File: config.mk
export PLATFORM = sky130hd
export DESIGN_NAME = capture_ctrl
export DESIGN_NICKNAME = d
export VERILOG_FILES = /design/src/core/capture_pkg.sv /design/src/core/capture_ram.sv /design/src/core/capture_ctrl.sv
export SDC_FILE = /design/constraint.sdc
export NUM_CORES = 1
export LEC_CHECK = 0
export BUFFER_PORTS_ARGS = -buffer_cell sky130_fd_sc_hd__buf_2
export CAP_MARGIN = 20
export CORE_UTILIZATION = 61
export CTS_CLUSTER_SIZE = 10
export DETAILED_ROUTE_END_ITERATION = 12
export GPL_TIMING_DRIVEN = 0
export PLACE_DENSITY = 0.92
export SLEW_MARGIN = 15
export SYNTH_ARGS = -nofsm -noshare
export SYNTH_HDL_FRONTEND = slang
export SYNTH_SLANG_ARGS = --single-unit
export TNS_END_PERCENT = 50
File: constraint.sdc
create_clock -name CORE_CLK -period 3.9 [get_ports CORE_CLK]
set_clock_uncertainty 0.2 [all_clocks]
set_input_delay 0.78 -clock CORE_CLK [delete_from_list [all_inputs] [get_ports CORE_CLK]]
set_output_delay 0.78 -clock CORE_CLK [all_outputs]
set_load 0.005 [all_outputs]
File: src/core/capture_pkg.sv
// Functional notes
// - Pre-alert policy 100b stores from start until a sequenced channel flag.
// - Pre-alert: beyond 16 conversions the oldest entries are overwritten.
// - Pre or post-alert: halt bit before full ends sequence, no more storing.
// - Post-alert policy 110b stores sixteen conversions after alert, then halts.
// - Post-alert converts from go, but stores only once a flag is raised.
// - Start burst 001b fills the buffer from go and stops when full.
// - Stop burst 000b keeps filling until the halt bit is set.
// - Stop burst: beyond 16 conversions the earliest entries are overwritten.
// - Mode 111b starts converting and summing into accumulators on go.
// - High precision ends after 16 conversions per scanned channel (32 when both are scanned) or earlier on halt.
// - Each channel has its own accumulator fed only by its results.
// - Halt of a high-precision run before ready falls marks the sum invalid.
// - In high precision a buffer read returns all zeros.
// - In high precision busy/ready changes when accumulation completes.
// - Writing 03h to a latched flag register clears those flags.
// - Conversions are paced by the chosen oscillator divided by the count.
// - Mode 110b is autonomous; host gives the first start, device the rest.
package capture_pkg;

  localparam int unsigned ADR_W   = 8;
  localparam int unsigned DATA_W  = 12;
  localparam int unsigned ENTRY_W = 16;
  localparam int unsigned DEPTH   = 16;
  localparam int unsigned PTR_W   = 4;
  localparam int unsigned CNT_W   = 5;
  localparam int unsigned ACC_W   = 16;
  localparam int unsigned DIV_W   = 8;

  localparam logic [CNT_W-1:0] BUF_FULL   = 5'h10;
  localparam logic [CNT_W-1:0] HP_ROUNDS  = 5'h10;

  // Register byte offsets.
  localparam logic [ADR_W-1:0] OFS_MODE   = 8'h00;
  localparam logic [ADR_W-1:0] OFS_SCAN   = 8'h04;
  localparam logic [ADR_W-1:0] OFS_PACE   = 8'h08;
  localparam logic [ADR_W-1:0] OFS_POLICY = 8'h0C;
  localparam logic [ADR_W-1:0] OFS_GO     = 8'h10;
  localparam logic [ADR_W-1:0] OFS_HALT   = 8'h14;
  localparam logic [ADR_W-1:0] OFS_STATUS = 8'h18;
  localparam logic [ADR_W-1:0] OFS_SUMEN  = 8'h1C;
  localparam logic [ADR_W-1:0] OFS_ACC0   = 8'h20;
  localparam logic [ADR_W-1:0] OFS_ACC1   = 8'h24;
  localparam logic [ADR_W-1:0] OFS_CMPEN  = 8'h28;
  localparam logic [ADR_W-1:0] OFS_ALMEN  = 8'h2C;
  localparam logic [ADR_W-1:0] OFS_LOWF   = 8'h30;
  localparam logic [ADR_W-1:0] OFS_HIGHF  = 8'h34;
  localparam logic [ADR_W-1:0] OFS_BUFRD  = 8'h38;

  localparam logic [2:0] MODE_AUTO  = 3'h6;
  localparam logic [2:0] MODE_HPREC = 3'h7;
  localparam logic [2:0] POL_PRE    = 3'h4;
  localparam logic [2:0] POL_POST   = 3'h6;
  localparam logic [2:0] POL_START  = 3'h1;
  localparam logic [2:0] POL_STOP   = 3'h0;
  localparam logic [7:0] FLAG_CLEAR = 8'h03;

  localparam logic [2:0] MODE_RST   = 3'h0;
  localparam logic [1:0] SCAN_RST   = 2'h1;
  localparam logic [DIV_W-1:0] DIV_RST = 8'h01;

  typedef enum logic [1:0] {
    ST_IDLE    = 2'b00,
    ST_RUN     = 2'b01,
    ST_CAPTURE = 2'b11
  } seq_state_t;

endpackage

File: src/core/capture_ram.sv
module capture_ram
  import capture_pkg::*;
(
  // Clock.
  input  wire logic               clk,
  // Write port.
  input  wire logic               wr_en,
  input  wire logic [PTR_W-1:0]   wr_addr,
  input  wire logic [ENTRY_W-1:0] wr_data,
  // Registered read port.
  input  wire logic [PTR_W-1:0]   rd_addr,
  output logic      [ENTRY_W-1:0] rd_data_q
);

  logic [ENTRY_W-1:0] mem [DEPTH];

  always_ff @(posedge clk) begin
    if (wr_en) begin
      mem[wr_addr] <= wr_data;
    end
  end

  always_ff @(posedge clk) begin
    rd_data_q <= mem[rd_addr];
  end

endmodule

File: src/core/capture_ctrl.sv
module capture_ctrl
  import capture_pkg::*;
(
  // Clock and reset.
  input  wire logic              CORE_CLK,
  input  wire logic              RST_N,
  // Wishbone slave.
  input  wire logic              WB_CYC_I,
  input  wire logic              WB_STB_I,
  input  wire logic              WB_WE_I,
  input  wire logic [ADR_W-1:0]  WB_ADR_I,
  input  wire logic [3:0]        WB_SEL_I,
  input  wire logic [31:0]       WB_DAT_I,
  output logic      [31:0]       WB_DAT_O,
  output logic                   WB_ACK_O,
  // Oscillator pins, asynchronous to the core clock.
  input  wire logic              OSC_FAST,
  input  wire logic              OSC_SLOW,
  // Converter handshake.
  output logic                   CONV_START,
  output logic                   CONV_CH,
  input  wire logic              CONV_DONE,
  input  wire logic [DATA_W-1:0] CONV_DATA,
  // Window comparator event pulses, one bit per channel.
  input  wire logic [1:0]        CMP_LOW,
  input  wire logic [1:0]        CMP_HIGH,
  // Busy/ready pin.
  output logic                   BUSY_RDY
);

  seq_state_t state_q;
  logic [2:0]         operating_mode_select_q;
  logic [1:0]         scan_channel_select_q;
  logic               oscillator_choice_q;
  logic [DIV_W-1:0]   conversion_cycle_count_q;
  logic [2:0]         buffer_capture_policy_q;
  logic [1:0]         summing_enable_q;
  logic               comparator_block_enable_bit_q;
  logic [1:0]         per_channel_alarm_enable_q;
  logic [1:0]         low_flags_q;
  logic [1:0]         high_flags_q;
  logic [ACC_W-1:0]   acc_q [2];
  logic               acc_valid_q;
  logic [CNT_W-1:0]   rounds_q;
  logic [PTR_W-1:0]   wr_ptr_q;
  logic [PTR_W-1:0]   rd_ptr_q;
  logic [CNT_W-1:0]   count_q;
  logic [CNT_W-1:0]   stored_q;
  logic [DIV_W-1:0]   div_q;
  logic [2:0]         fast_sync_q;
  logic [2:0]         slow_sync_q;
  logic [ENTRY_W-1:0] ram_rd_data;

  logic acc_strobe, wr_strobe, rd_strobe;
  logic sequence_go_bit, sequence_halt_bit, buf_pop;
  logic hp_mode, start_ok, osc_edge, pace_tick;
  logic scanned_ch, both_ch, first_ch;
  logic alert_hit, store_now, buf_full, post_done, hp_done, stop_now;
  logic [1:0] alarm_mask;

  assign acc_strobe = WB_CYC_I && WB_STB_I && !WB_ACK_O;
  assign wr_strobe  = acc_strobe && WB_WE_I && WB_SEL_I[0];
  assign rd_strobe  = acc_strobe && !WB_WE_I;
  assign sequence_go_bit   = wr_strobe && WB_ADR_I == OFS_GO && WB_DAT_I[0];
  assign sequence_halt_bit = wr_strobe && WB_ADR_I == OFS_HALT
                             && WB_DAT_I[0];
  assign hp_mode  = operating_mode_select_q == MODE_HPREC;
  assign start_ok = operating_mode_select_q == MODE_AUTO || hp_mode;
  assign buf_pop  = rd_strobe && WB_ADR_I == OFS_BUFRD && !hp_mode
                    && count_q != '0;

  // Channel scan: both bits alternate 0 then 1, else the single channel.
  assign both_ch  = &scan_channel_select_q;
  assign first_ch = scan_channel_select_q == 2'h2;
  assign scanned_ch = both_ch ? ~CONV_CH : first_ch;

  // Oscillator edges; the detector reads only the second and third stage.
  always_ff @(posedge CORE_CLK or negedge RST_N) begin
    if (!RST_N) begin
      fast_sync_q <= '0;
      slow_sync_q <= '0;
    end else begin
      fast_sync_q <= {fast_sync_q[1:0], OSC_FAST};
      slow_sync_q <= {slow_sync_q[1:0], OSC_SLOW};
    end
  end

  assign osc_edge = oscillator_choice_q ?
                    (slow_sync_q[1] && !slow_sync_q[2]) :
                    (fast_sync_q[1] && !fast_sync_q[2]);

  // A count of zero acts as one so the divider never stalls.
  assign pace_tick = osc_edge && div_q + 8'h01 >= conversion_cycle_count_q;

  always_ff @(posedge CORE_CLK or negedge RST_N) begin
    if (!RST_N) begin
      div_q <= '0;
    end else if (state_q == ST_IDLE || pace_tick) begin
      div_q <= '0;
    end else if (osc_edge) begin
      div_q <= div_q + 8'h01;
    end
  end

  // The host go write gives the first start; the divider gives the rest.
  always_ff @(posedge CORE_CLK or negedge RST_N) begin
    if (!RST_N) begin
      CONV_START <= 1'b0;
      CONV_CH    <= 1'b0;
    end else begin
      CONV_START <= 1'b0;
      if (state_q == ST_IDLE && sequence_go_bit && start_ok) begin
        CONV_START <= 1'b1;
        CONV_CH    <= first_ch;
      end else if (state_q != ST_IDLE && !stop_now && pace_tick) begin
        CONV_START <= 1'b1;
        CONV_CH    <= scanned_ch;
      end
    end
  end

  // Only channels that are scanned, alarmed and enabled raise an alert.
  assign alarm_mask = per_channel_alarm_enable_q & scan_channel_select_q
                      & {2{comparator_block_enable_bit_q}};
  assign alert_hit = |((CMP_LOW | CMP_HIGH) & alarm_mask);

  assign buf_full  = count_q == BUF_FULL;
  assign store_now = CONV_DONE && !hp_mode && !sequence_halt_bit
                     && (state_q == ST_CAPTURE ||
                         (state_q == ST_RUN &&
                          buffer_capture_policy_q != POL_POST));
  assign post_done = state_q == ST_CAPTURE && CONV_DONE
                     && stored_q + 5'h01 == BUF_FULL;
  assign hp_done   = hp_mode && CONV_DONE && state_q == ST_RUN
                     && CONV_CH == scan_channel_select_q[1]
                     && rounds_q + 5'h01 == HP_ROUNDS;

  always_comb begin
    stop_now = sequence_halt_bit;
    if (state_q == ST_RUN && !hp_mode) begin
      unique case (buffer_capture_policy_q)
        POL_PRE:   stop_now = stop_now || alert_hit;
        POL_START: stop_now = stop_now ||
                              (store_now && count_q + 5'h01 == BUF_FULL);
        default:   stop_now = stop_now;
      endcase
    end
    stop_now = stop_now || post_done || hp_done;
  end

  always_ff @(posedge CORE_CLK or negedge RST_N) begin
    if (!RST_N) begin
      state_q <= ST_IDLE;
    end else begin
      unique case (state_q)
        ST_IDLE: begin
          if (sequence_go_bit && start_ok) begin
            state_q <= ST_RUN;
          end
        end
        ST_RUN: begin
          if (stop_now) begin
            state_q <= ST_IDLE;
          end else if (!hp_mode && alert_hit
                       && buffer_capture_policy_q == POL_POST) begin
            state_q <= ST_CAPTURE;
          end
        end
        ST_CAPTURE: begin
          if (stop_now) begin
            state_q <= ST_IDLE;
          end
        end
        default: state_q <= ST_IDLE;
      endcase
    end
  end

  always_ff @(posedge CORE_CLK or negedge RST_N) begin
    if (!RST_N) begin
      BUSY_RDY <= 1'b0;
    end else begin
      BUSY_RDY <= (state_q == ST_IDLE && sequence_go_bit && start_ok)
                  || (state_q != ST_IDLE && !stop_now);
    end
  end

  // Ring buffer: when full, a new entry pushes the oldest one out.
  always_ff @(posedge CORE_CLK or negedge RST_N) begin
    if (!RST_N) begin
      wr_ptr_q <= '0;
      rd_ptr_q <= '0;
      count_q  <= '0;
      stored_q <= '0;
    end else if (state_q == ST_IDLE && sequence_go_bit && start_ok) begin
      wr_ptr_q <= '0;
      rd_ptr_q <= '0;
      count_q  <= '0;
      stored_q <= '0;
    end else begin
      if (store_now) begin
        wr_ptr_q <= wr_ptr_q + 4'h1;
        stored_q <= stored_q + 5'h01;
      end
      if (store_now && buf_full) begin
        rd_ptr_q <= rd_ptr_q + 4'h1;
      end else if (store_now && !buf_pop) begin
        count_q <= count_q + 5'h01;
      end else if (buf_pop && !store_now) begin
        rd_ptr_q <= rd_ptr_q + 4'h1;
        count_q  <= count_q - 5'h01;
      end else if (buf_pop) begin
        rd_ptr_q <= rd_ptr_q + 4'h1;
      end
    end
  end

  capture_ram u_ram (
    .clk       (CORE_CLK),
    .wr_en     (store_now),
    .wr_addr   (wr_ptr_q),
    .wr_data   ({3'h0, CONV_CH, CONV_DATA}),
    .rd_addr   (rd_ptr_q),
    .rd_data_q (ram_rd_data)
  );

  // Per-channel accumulators; each result lands only in its own channel.
  always_ff @(posedge CORE_CLK or negedge RST_N) begin
    if (!RST_N) begin
      acc_q[0]    <= '0;
      acc_q[1]    <= '0;
      acc_valid_q <= 1'b0;
      rounds_q    <= '0;
    end else if (state_q == ST_IDLE && sequence_go_bit && hp_mode) begin
      acc_q[0]    <= '0;
      acc_q[1]    <= '0;
      acc_valid_q <= 1'b0;
      rounds_q    <= '0;
    end else if (hp_mode && state_q == ST_RUN) begin
      if (sequence_halt_bit) begin
        acc_valid_q <= 1'b0;
      end else if (CONV_DONE) begin
        if (summing_enable_q[CONV_CH]) begin
          acc_q[CONV_CH] <= acc_q[CONV_CH] + {4'h0, CONV_DATA};
        end
        if (CONV_CH == scan_channel_select_q[1]) begin
          rounds_q <= rounds_q + 5'h01;
        end
        if (hp_done) begin
          acc_valid_q <= 1'b1;
        end
      end
    end
  end

  // Configuration and latched flags; a new event wins over a clear.
  always_ff @(posedge CORE_CLK or negedge RST_N) begin
    if (!RST_N) begin
      operating_mode_select_q       <= MODE_RST;
      scan_channel_select_q         <= SCAN_RST;
      oscillator_choice_q           <= 1'b0;
      conversion_cycle_count_q      <= DIV_RST;
      buffer_capture_policy_q       <= POL_STOP;
      summing_enable_q              <= '0;
      comparator_block_enable_bit_q <= 1'b0;
      per_channel_alarm_enable_q    <= '0;
      low_flags_q                   <= '0;
      high_flags_q                  <= '0;
    end else begin
      if (wr_strobe) begin
        unique case (WB_ADR_I)
          OFS_MODE:   operating_mode_select_q <= WB_DAT_I[2:0];
          OFS_SCAN:   scan_channel_select_q   <= WB_DAT_I[1:0];
          OFS_PACE: begin
            conversion_cycle_count_q <= WB_DAT_I[7:0];
            oscillator_choice_q      <= WB_DAT_I[8];
          end
          OFS_POLICY: buffer_capture_policy_q <= WB_DAT_I[2:0];
          OFS_SUMEN:  summing_enable_q        <= WB_DAT_I[1:0];
          OFS_CMPEN:  comparator_block_enable_bit_q <= WB_DAT_I[0];
          OFS_ALMEN:  per_channel_alarm_enable_q    <= WB_DAT_I[1:0];
          default: ;
        endcase
      end
      if (wr_strobe && WB_ADR_I == OFS_LOWF
          && WB_DAT_I[7:0] == FLAG_CLEAR) begin
        low_flags_q <= CMP_LOW & alarm_mask;
      end else begin
        low_flags_q <= low_flags_q | (CMP_LOW & alarm_mask);
      end
      if (wr_strobe && WB_ADR_I == OFS_HIGHF
          && WB_DAT_I[7:0] == FLAG_CLEAR) begin
        high_flags_q <= CMP_HIGH & alarm_mask;
      end else begin
        high_flags_q <= high_flags_q | (CMP_HIGH & alarm_mask);
      end
    end
  end

  // Single-cycle ack; unmapped offsets answer with zero.
  always_ff @(posedge CORE_CLK or negedge RST_N) begin
    if (!RST_N) begin
      WB_ACK_O <= 1'b0;
      WB_DAT_O <= '0;
    end else begin
      WB_ACK_O <= acc_strobe;
      WB_DAT_O <= '0;
      if (rd_strobe) begin
        unique case (WB_ADR_I)
          OFS_MODE:   WB_DAT_O <= {29'h0, operating_mode_select_q};
          OFS_SCAN:   WB_DAT_O <= {30'h0, scan_channel_select_q};
          OFS_PACE:   WB_DAT_O <= {23'h0, oscillator_choice_q,
                                   conversion_cycle_count_q};
          OFS_POLICY: WB_DAT_O <= {29'h0, buffer_capture_policy_q};
          OFS_STATUS: WB_DAT_O <= {22'h0, acc_valid_q, count_q,
                                   state_q, 1'b0, BUSY_RDY};
          OFS_SUMEN:  WB_DAT_O <= {30'h0, summing_enable_q};
          OFS_ACC0:   WB_DAT_O <= {16'h0, acc_q[0]};
          OFS_ACC1:   WB_DAT_O <= {16'h0, acc_q[1]};
          OFS_CMPEN:  WB_DAT_O <= {31'h0, comparator_block_enable_bit_q};
          OFS_ALMEN:  WB_DAT_O <= {30'h0, per_channel_alarm_enable_q};
          OFS_LOWF:   WB_DAT_O <= {30'h0, low_flags_q};
          OFS_HIGHF:  WB_DAT_O <= {30'h0, high_flags_q};
          OFS_BUFRD: begin
            if (!hp_mode && count_q != '0) begin
              WB_DAT_O <= {16'h0, ram_rd_data};
            end else begin
              WB_DAT_O <= '0;
            end
          end
          default:    WB_DAT_O <= '0;
        endcase
      end
    end
  end

endmodule

## After elaboration in Yosys (flattened, before gate mapping)

Memory sizes are Yosys's and may differ from the RTL's. A register that Yosys moved wholly into a read port is not among the register bits.
Index checks and enable logic that the tools add are counted.

| storage, ports and cells | value |
|---|---|
| bits in registers | 150 |
| RAM bits | 208 |
| input bits | 68 |
| output and inout port bits | 36 |
| logic and storage cells | 236 |
| memories kept | 1 |

| cells by class | value |
|---|---|
| add/sub/neg operators | 8 |
| magnitude comparators | 4 |
| eq/ne operators | 35 |
| muxes and demuxes | 58 |
| bitwise operators | 10 |
| reductions and logical operators | 92 |

Memory list:

| name | depth | width | read ports | clocked after Yosys merged registers in | wr ports | line | source |
|---|---|---|---|---|---|---|---|
| u_ram.mem | 16 | 13 | 1 | 1 | 1 | capture_ram.sv:15 | `logic [ENTRY_W-1:0] mem [DEPTH];` |

Operators by type and width:

| kind | count |
|---|---|
| 16-bit one-hot mux with 13 select lines | 1 |
| 32-bit two-way mux | 5 |
| 16-bit two-way mux | 6 |
| 8-bit by 6-bit equality test with 1-bit output, second input constant | 7 |
| 5-bit two-way mux | 11 |
| 1-bit logical AND | 45 |
| 32-bit bitwise mux | 1 |
| 8-bit by 5-bit equality test with 1-bit output, second input constant | 4 |
| 4-bit two-way mux | 7 |
| 5-bit equality test, second input constant | 4 |
| 2-bit AND reduction | 10 |
| 16-bit by 12-bit adder with 16-bit output | 1 |
| 16-bit demux with 1-bit select | 1 |
| 8-bit by 4-bit equality test with 1-bit output, second input constant | 2 |
| 1-bit two-way mux | 16 |
| 8-bit two-way mux | 2 |
| 2-bit nonzero test | 8 |
| 5-bit by 1-bit adder with 5-bit output, second input constant | 3 |
| 3-bit equality test, second input constant | 4 |
| 2-bit two-way mux | 6 |
| 2-bit bitwise AND | 5 |
| 1-bit logical NOT | 9 |
| 3-bit != test, second input constant | 3 |
| 3-bit nonzero test | 3 |
| 28 further kinds | 43 |

## Depth between registers and ports, before layout

| depth | value |
|---|---|
| depth after elaboration | 20 |
| depth in mapped cells | 11 |
| depth with buffers taken out | 11 |

## Cells and area by module

From an unflattened synthesis, not the netlist that was laid out.

| unflattened totals | value |
|---|---|
| cell total of the unflattened synthesis | 1120 |
| area total of the unflattened synthesis | 16808.6 um2 |

By module, submodules not included:

| module | instances | cells an instance | area each (um2) | sequential area each (um2) |
|---|---|---|---|---|
| capture_ram | 1 | 432 | 10043.4 | 8007.7 |
| capture_ctrl | 1 | 688 | 6765.2 | 2955.3 |

## Worst setup path before layout

Ideal clock, no wire load.

| timing path | value |
|---|---|
| path kind | reg2reg |
| start | register CONV_CH |
| end | register acc_q[9] (netlist name) |
| setup time | 0.121 ns |
| data arrival time | 3.102 ns |
| data required time | 3.579 ns |
| slack | 0.477 ns |
| cell stages (with the launch flop) | 11 |
| path buffers | 2 |
| clock period less this slack | 3.423 ns |
| cells stage by stage | dfrtp_1 buf_1 clkbuf_1 mux2_2 ha_1 a21oi_1 a211oi_1 nor3_1 o21ai_0 xor2_1 a22o_1 |

| between the ends | value |
|---|---|
| cells in the longest elaborated chain, start to end | 11 |
| elaborated cells between the ends (all ways) | 20 |
| those cells by class | add/sub: 1; order compare: 2; mux: 13; bitwise: 1; reduce/logical: 3 |

RTL lines:

| what | line | source |
|---|---|---|
| start, declared | capture_ctrl.sv:21 | `output logic CONV_CH,` |
| start signal, assigned | capture_ctrl.sv:114 | `CONV_CH <= first_ch;` |
| start signal, assigned | capture_ctrl.sv:117 | `CONV_CH <= scanned_ch;` |
| 1-bit NOT with 2-bit output (implied by the code) | capture_ctrl.sv:244 | `acc_q[CONV_CH] <= acc_q[CONV_CH] + {4'h0, CONV_DATA};` |
| 16-bit two-way mux (implied by the code), or another cell as far along | capture_ctrl.sv:244 |  |
| 16-bit two-way mux (implied by the code) or 1-bit logical AND (tied branches) | capture_ctrl.sv:244 |  |
| 16-bit two-way mux (implied by the code) | capture_ctrl.sv:244 |  |
| 16-bit by 12-bit adder with 16-bit output or 16-bit demux with 1-bit select (tied branches) | capture_ctrl.sv:244 |  |
| 32-bit bitwise mux | capture_ctrl.sv:244 |  |
| 32-bit two-way mux | capture_ctrl.sv:243 | `if (summing_enable_q[CONV_CH]) begin` |
| 32-bit two-way mux | capture_ctrl.sv:242 | `end else if (CONV_DONE) begin` |
| 32-bit two-way mux | capture_ctrl.sv:240 | `if (sequence_halt_bit) begin` |
| 32-bit two-way mux | capture_ctrl.sv:239 | `end else if (hp_mode && state_q == ST_RUN) begin` |
| 32-bit two-way mux | capture_ctrl.sv:234 | `end else if (state_q == ST_IDLE && sequence_go_bit && hp_mode) begin` |
| end signal, assigned by index | capture_ctrl.sv:244 |  |
| end, declared | capture_ctrl.sv:42 | `logic [ACC_W-1:0] acc_q [2];` |

Several ways; a longest one is shown, not always the timed one. The select of a mux whose other input is x is not followed.
A chain may end at the register's enable or synchronous reset.

## Final worst setup path

Ends and elaborated chain as after synthesis.

==> impl_metrics.tcl <==
set metrics [dict create \
    outcome "complete, no violations" \
    synth_top_area_share_pct 40.8 \
    wirelength_um 38600 \
    cap_violations 0 \
    die_x_um 160 \
    num_vias 10500 \
    synth_edf_count 208 \
    yosys_warnings 0 \
    drive_gt1_share_pct 17.3 \
    dp_slack_ns -0.578 \
    synth-main-ff-cell "edfxtp_1" \
    cts_root_buffer "clkbuf_16" \
    layout_setup_ws_ns 0.285 \
    overflow 0 \
    synthTopCellsByArea "edfxtp_1, dfrtp_1, mux4_2" \
    yosysTopAreaCell "edfxtp_1" \
    place_congestion 0.944 \
    drc 0 \
    cts_tree "built" \
    slowest_stage "dfrtp_4" \
    cpPeakStageDelay_ns 0.66 \
    final_nets 1351 \
    antenna_cells 0 \
    synth_seq_area_share_pct 61.9 \
    initial_core_util_pct 62.5 \
    met2_usage_pct 51.5 \
    clock-sinks 339 \
    cts_hold_buf 0 \
    setup-tns-final_ns 0 \
    hold_path_class "input port to asynchronous set/reset pin" \
    crit_fanout 30 \
    die_area_um2 25700 \
    insertion_delay_ns 0.57 \
    ys_ff_latch 339 \
    cp_cell_sequence "clkbuf_2 > mux2_2 > ha_1 > a21oi_1 > a211oi_1 > nor3_1 > o21ai_0 > xor2_1 > a22o_1" \
    critPathLaunchType "flop" \
    p_total_w 0.00964 \
    synth_cells 1131 \
    clock_path_buffers 3 \
    met1_usage_pct 40.1 \
    via_per_inst 6.56 \
    worstPathRequired_ns 4.12 \
    cellLeakagePower_nw 6.68 \
    fp.dieH_um 160 \
    final-setup-viol-count 0 \
    maxSlewHeadroom_pct 18.0 \
    ys_async_sr_fraction_pct 34.8 \
    r2r_start "CONV_CH" \
    power_density_nw_per_um2 557 \
    reg2reg_depth 9 \
    drt_iter0_drc 1151 \
    ctsHtreeMaxLevel 2 \
    dr.pass1.iters 5 \
    timing.rr.end "acc_q[9]" \
    cp-end-kind "flop" \
    slew_viol_final 0 \
    num_rows 57 \
    synth.distinct_cells 77 \
    routedWlPerCell_um 24.1 \
    critPathArrivalTime_ns 3.84 \
    post-dp-hpwl_um 25500 \
    grt_pass1_wl_um 60200 \
    avgSynthCellArea_um2 13.5 \
    finalCriticalPeriod_ns 3.62 \
    max_freq_mhz 277 \
    numCtsBuffers 40 \
    syn_area_um2 15300 \
    grt_use_met3_pct 5.60 \
    rrSetupSlack_ns 0.28 \
    grt_max_degree 61 \
    num_io_pins 104 \
    rsz0062_at_grt "false" \
    area_delta_synth_final_pct 13.1 \
    tightest_slew_ns 1.22 \
    ir_drop_uv 572 \
    grt_pass1_vias 10400 \
    port-buffer-count 61 \
    busiest_layer "met2" \
    path_class "flop to flop" \
    fin_crit_sh_pct 92.7 \
    antenna_found_initial 0 \
    path_clk_slew_ns 0.06 \
    core-area_um2 24500 \
    grt.total_usage_pct 30.9 \
    ant_nets 0 \
    hold_viol 0 \
]
## placed cells by master, fill, tap and decap left out, types with 8 or more instances in the layout
master / n
nand3_1: 20
nor2_1: 63
and3_1: 12
xnor2_1: 16
ha_1: 33
a221oi_1: 14
nand3b_1: 8
mux4_2: 27
inv_1: 26
buf_2: 67
xor2_1: 19
nand2b_1: 9
nand4_1: 9
a22oi_1: 35
buf_4: 17
clkbuf_1: 58
nor3_1: 18
nand2_1: 78
dfrtp_1: 115
edfxtp_1: 208
a21oi_1: 41
o21ai_0: 57
and2_1: 12
clkbuf_16: 40
a22o_1: 29
mux2_2: 43
dfxtp_1: 13
mux2i_1: 50
a31oi_1: 20
conb_1: 16
## power by group
group | total [W] | internal, W | switching [W]
sequential | 0.00439 | 0.00419 | 0.000199
combinational | 0.00180 | 0.000703 | 0.00110
clock | 0.00345 | 0.00196 | 0.00149
total | 0.00964 | 0.00685 | 0.00279
## routing by layer
layer,part of all wire (%),vias up
met2,50,712
li1,-,4557
met5,0,-
met3,9.4,118
met4,3.5,0
met1,37,5144
## final cells by class
class / instances / area, um^2
sequential: 339 / 9470
timing repair buffer: 62 / 339
tap: 324 / 405
clock buffer: 70 / 1110
fill: 1524 / 7170
clock inverter: 4 / 83.8
inverter: 26 / 97.6
multi-input combinational: 720 / 5470
buffer: 60 / 322
## cell usage after synthesis (3+ instances only)
library cell and number:
dfxtp_1 13, nand4_1 9, ha_1 33, inv_1 26, edfxtp_1 208, a22o_1 29, a21o_1 3, nor3b_1 6
buf_4 17, o2bb2ai_1 4, a21oi_1 41, mux2_2 43, nand3b_1 8, o21bai_1 3, a22oi_1 35, a31oi_1 20
buf_1 5, o31ai_1 3, buf_2 7, nor3_1 18, nand2_1 78, nand4b_1 3, a221oi_1 14, buf_6 3
and4_1 6, nand3_1 20, clkbuf_1 29, nor2b_1 3, xnor2_1 16, nor2_1 63, nor4_1 6, nand2b_1 9
and2_1 12, xor2_1 19, mux4_2 27, o211ai_1 5, o21ai_0 57, and3_1 12, a211oi_1 3, a222oi_1 5
dfrtp_1 116, mux2i_1 50
## how the worst max path moves through the flow
| stage | start | endpoint | slack, ns | cells after the start |
|---|---|---|---|---|
| floorplan | CONV_CH | acc_q[9] | 0.48 | 10 |
| global placement | CONV_CH | acc_q[25] | -0.52 | 10 |
| detailed placement | CONV_CH | acc_q[9] | -0.58 | 10 |
| CTS | CONV_CH | acc_q[9] | 0.22 | 9 |
| global route | CONV_CH | acc_q[9] | 0.11 | 9 |
| finish | CONV_CH | acc_q[9] | 0.28 | 9 |
## cell families after synthesis
kind of cell	Yosys count	synth area share, %
AO/OA/AOI/OAI	241	10.7
XOR/XNOR	35	2.00
adder cells (fa/ha/maj)	34	2.83
buffers and inverters	87	2.76
flip-flops	339	61.9
multiplexers	121	10.5
other	1	0.0245
AND/OR/NAND/NOR	273	9.30
## through the flow
stage | utilization (%) | instance area (um^2) | hold slack, ns | instances
6_report | 70.7 | 17300 | 0.0163 | 1605
3_5_place_dp | 65.8 | 16100 | 0.138 | 1532
3_3_place_gp | 65.6 | 16100 | 0.138 | 1531
5_1_grt | 70.7 | 17300 | 0.0530 | 1605
2_1_floorplan | - | 15300 | 0.131 | 1146
4_1_cts | 70.7 | 17300 | 0.0283 | 1605
## critical path, delay by kind of cell (launching register included)
kind	cells	cell delay, ns
buf+inv	1	0.38
flops	1	0.66
simple gates	1	0.51
xor+xnor	1	0.19
mux	1	0.38
fa+ha+maj	1	0.33
compound gates	4	0.82
## repair_timing
action / in CTS / in global routing
pin swaps: 0 / 0
gates resized for setup: 2 / 1
hold endpoints to repair: 0 / 0
setup endpoints to repair: 20 / 3
buffers inserted: 0 / 0
## sequential cells by signal, indices dropped and copies added (netlist names), 3 cells and up
register,flops
conversion_cycle_count_q,8
u_ram.rd_data_q,13
fast_sync_q,3
u_ram.mem,208
count_q,5
rd_ptr_q,4
stored_q,5
acc_q,32
wr_ptr_q,4
div_q,8
WB_DAT_O,16
rounds_q,5
buffer_capture_policy_q,3
slow_sync_q,3
operating_mode_select_q,3
Note: power is estimated with default switching activity, not from simulation.
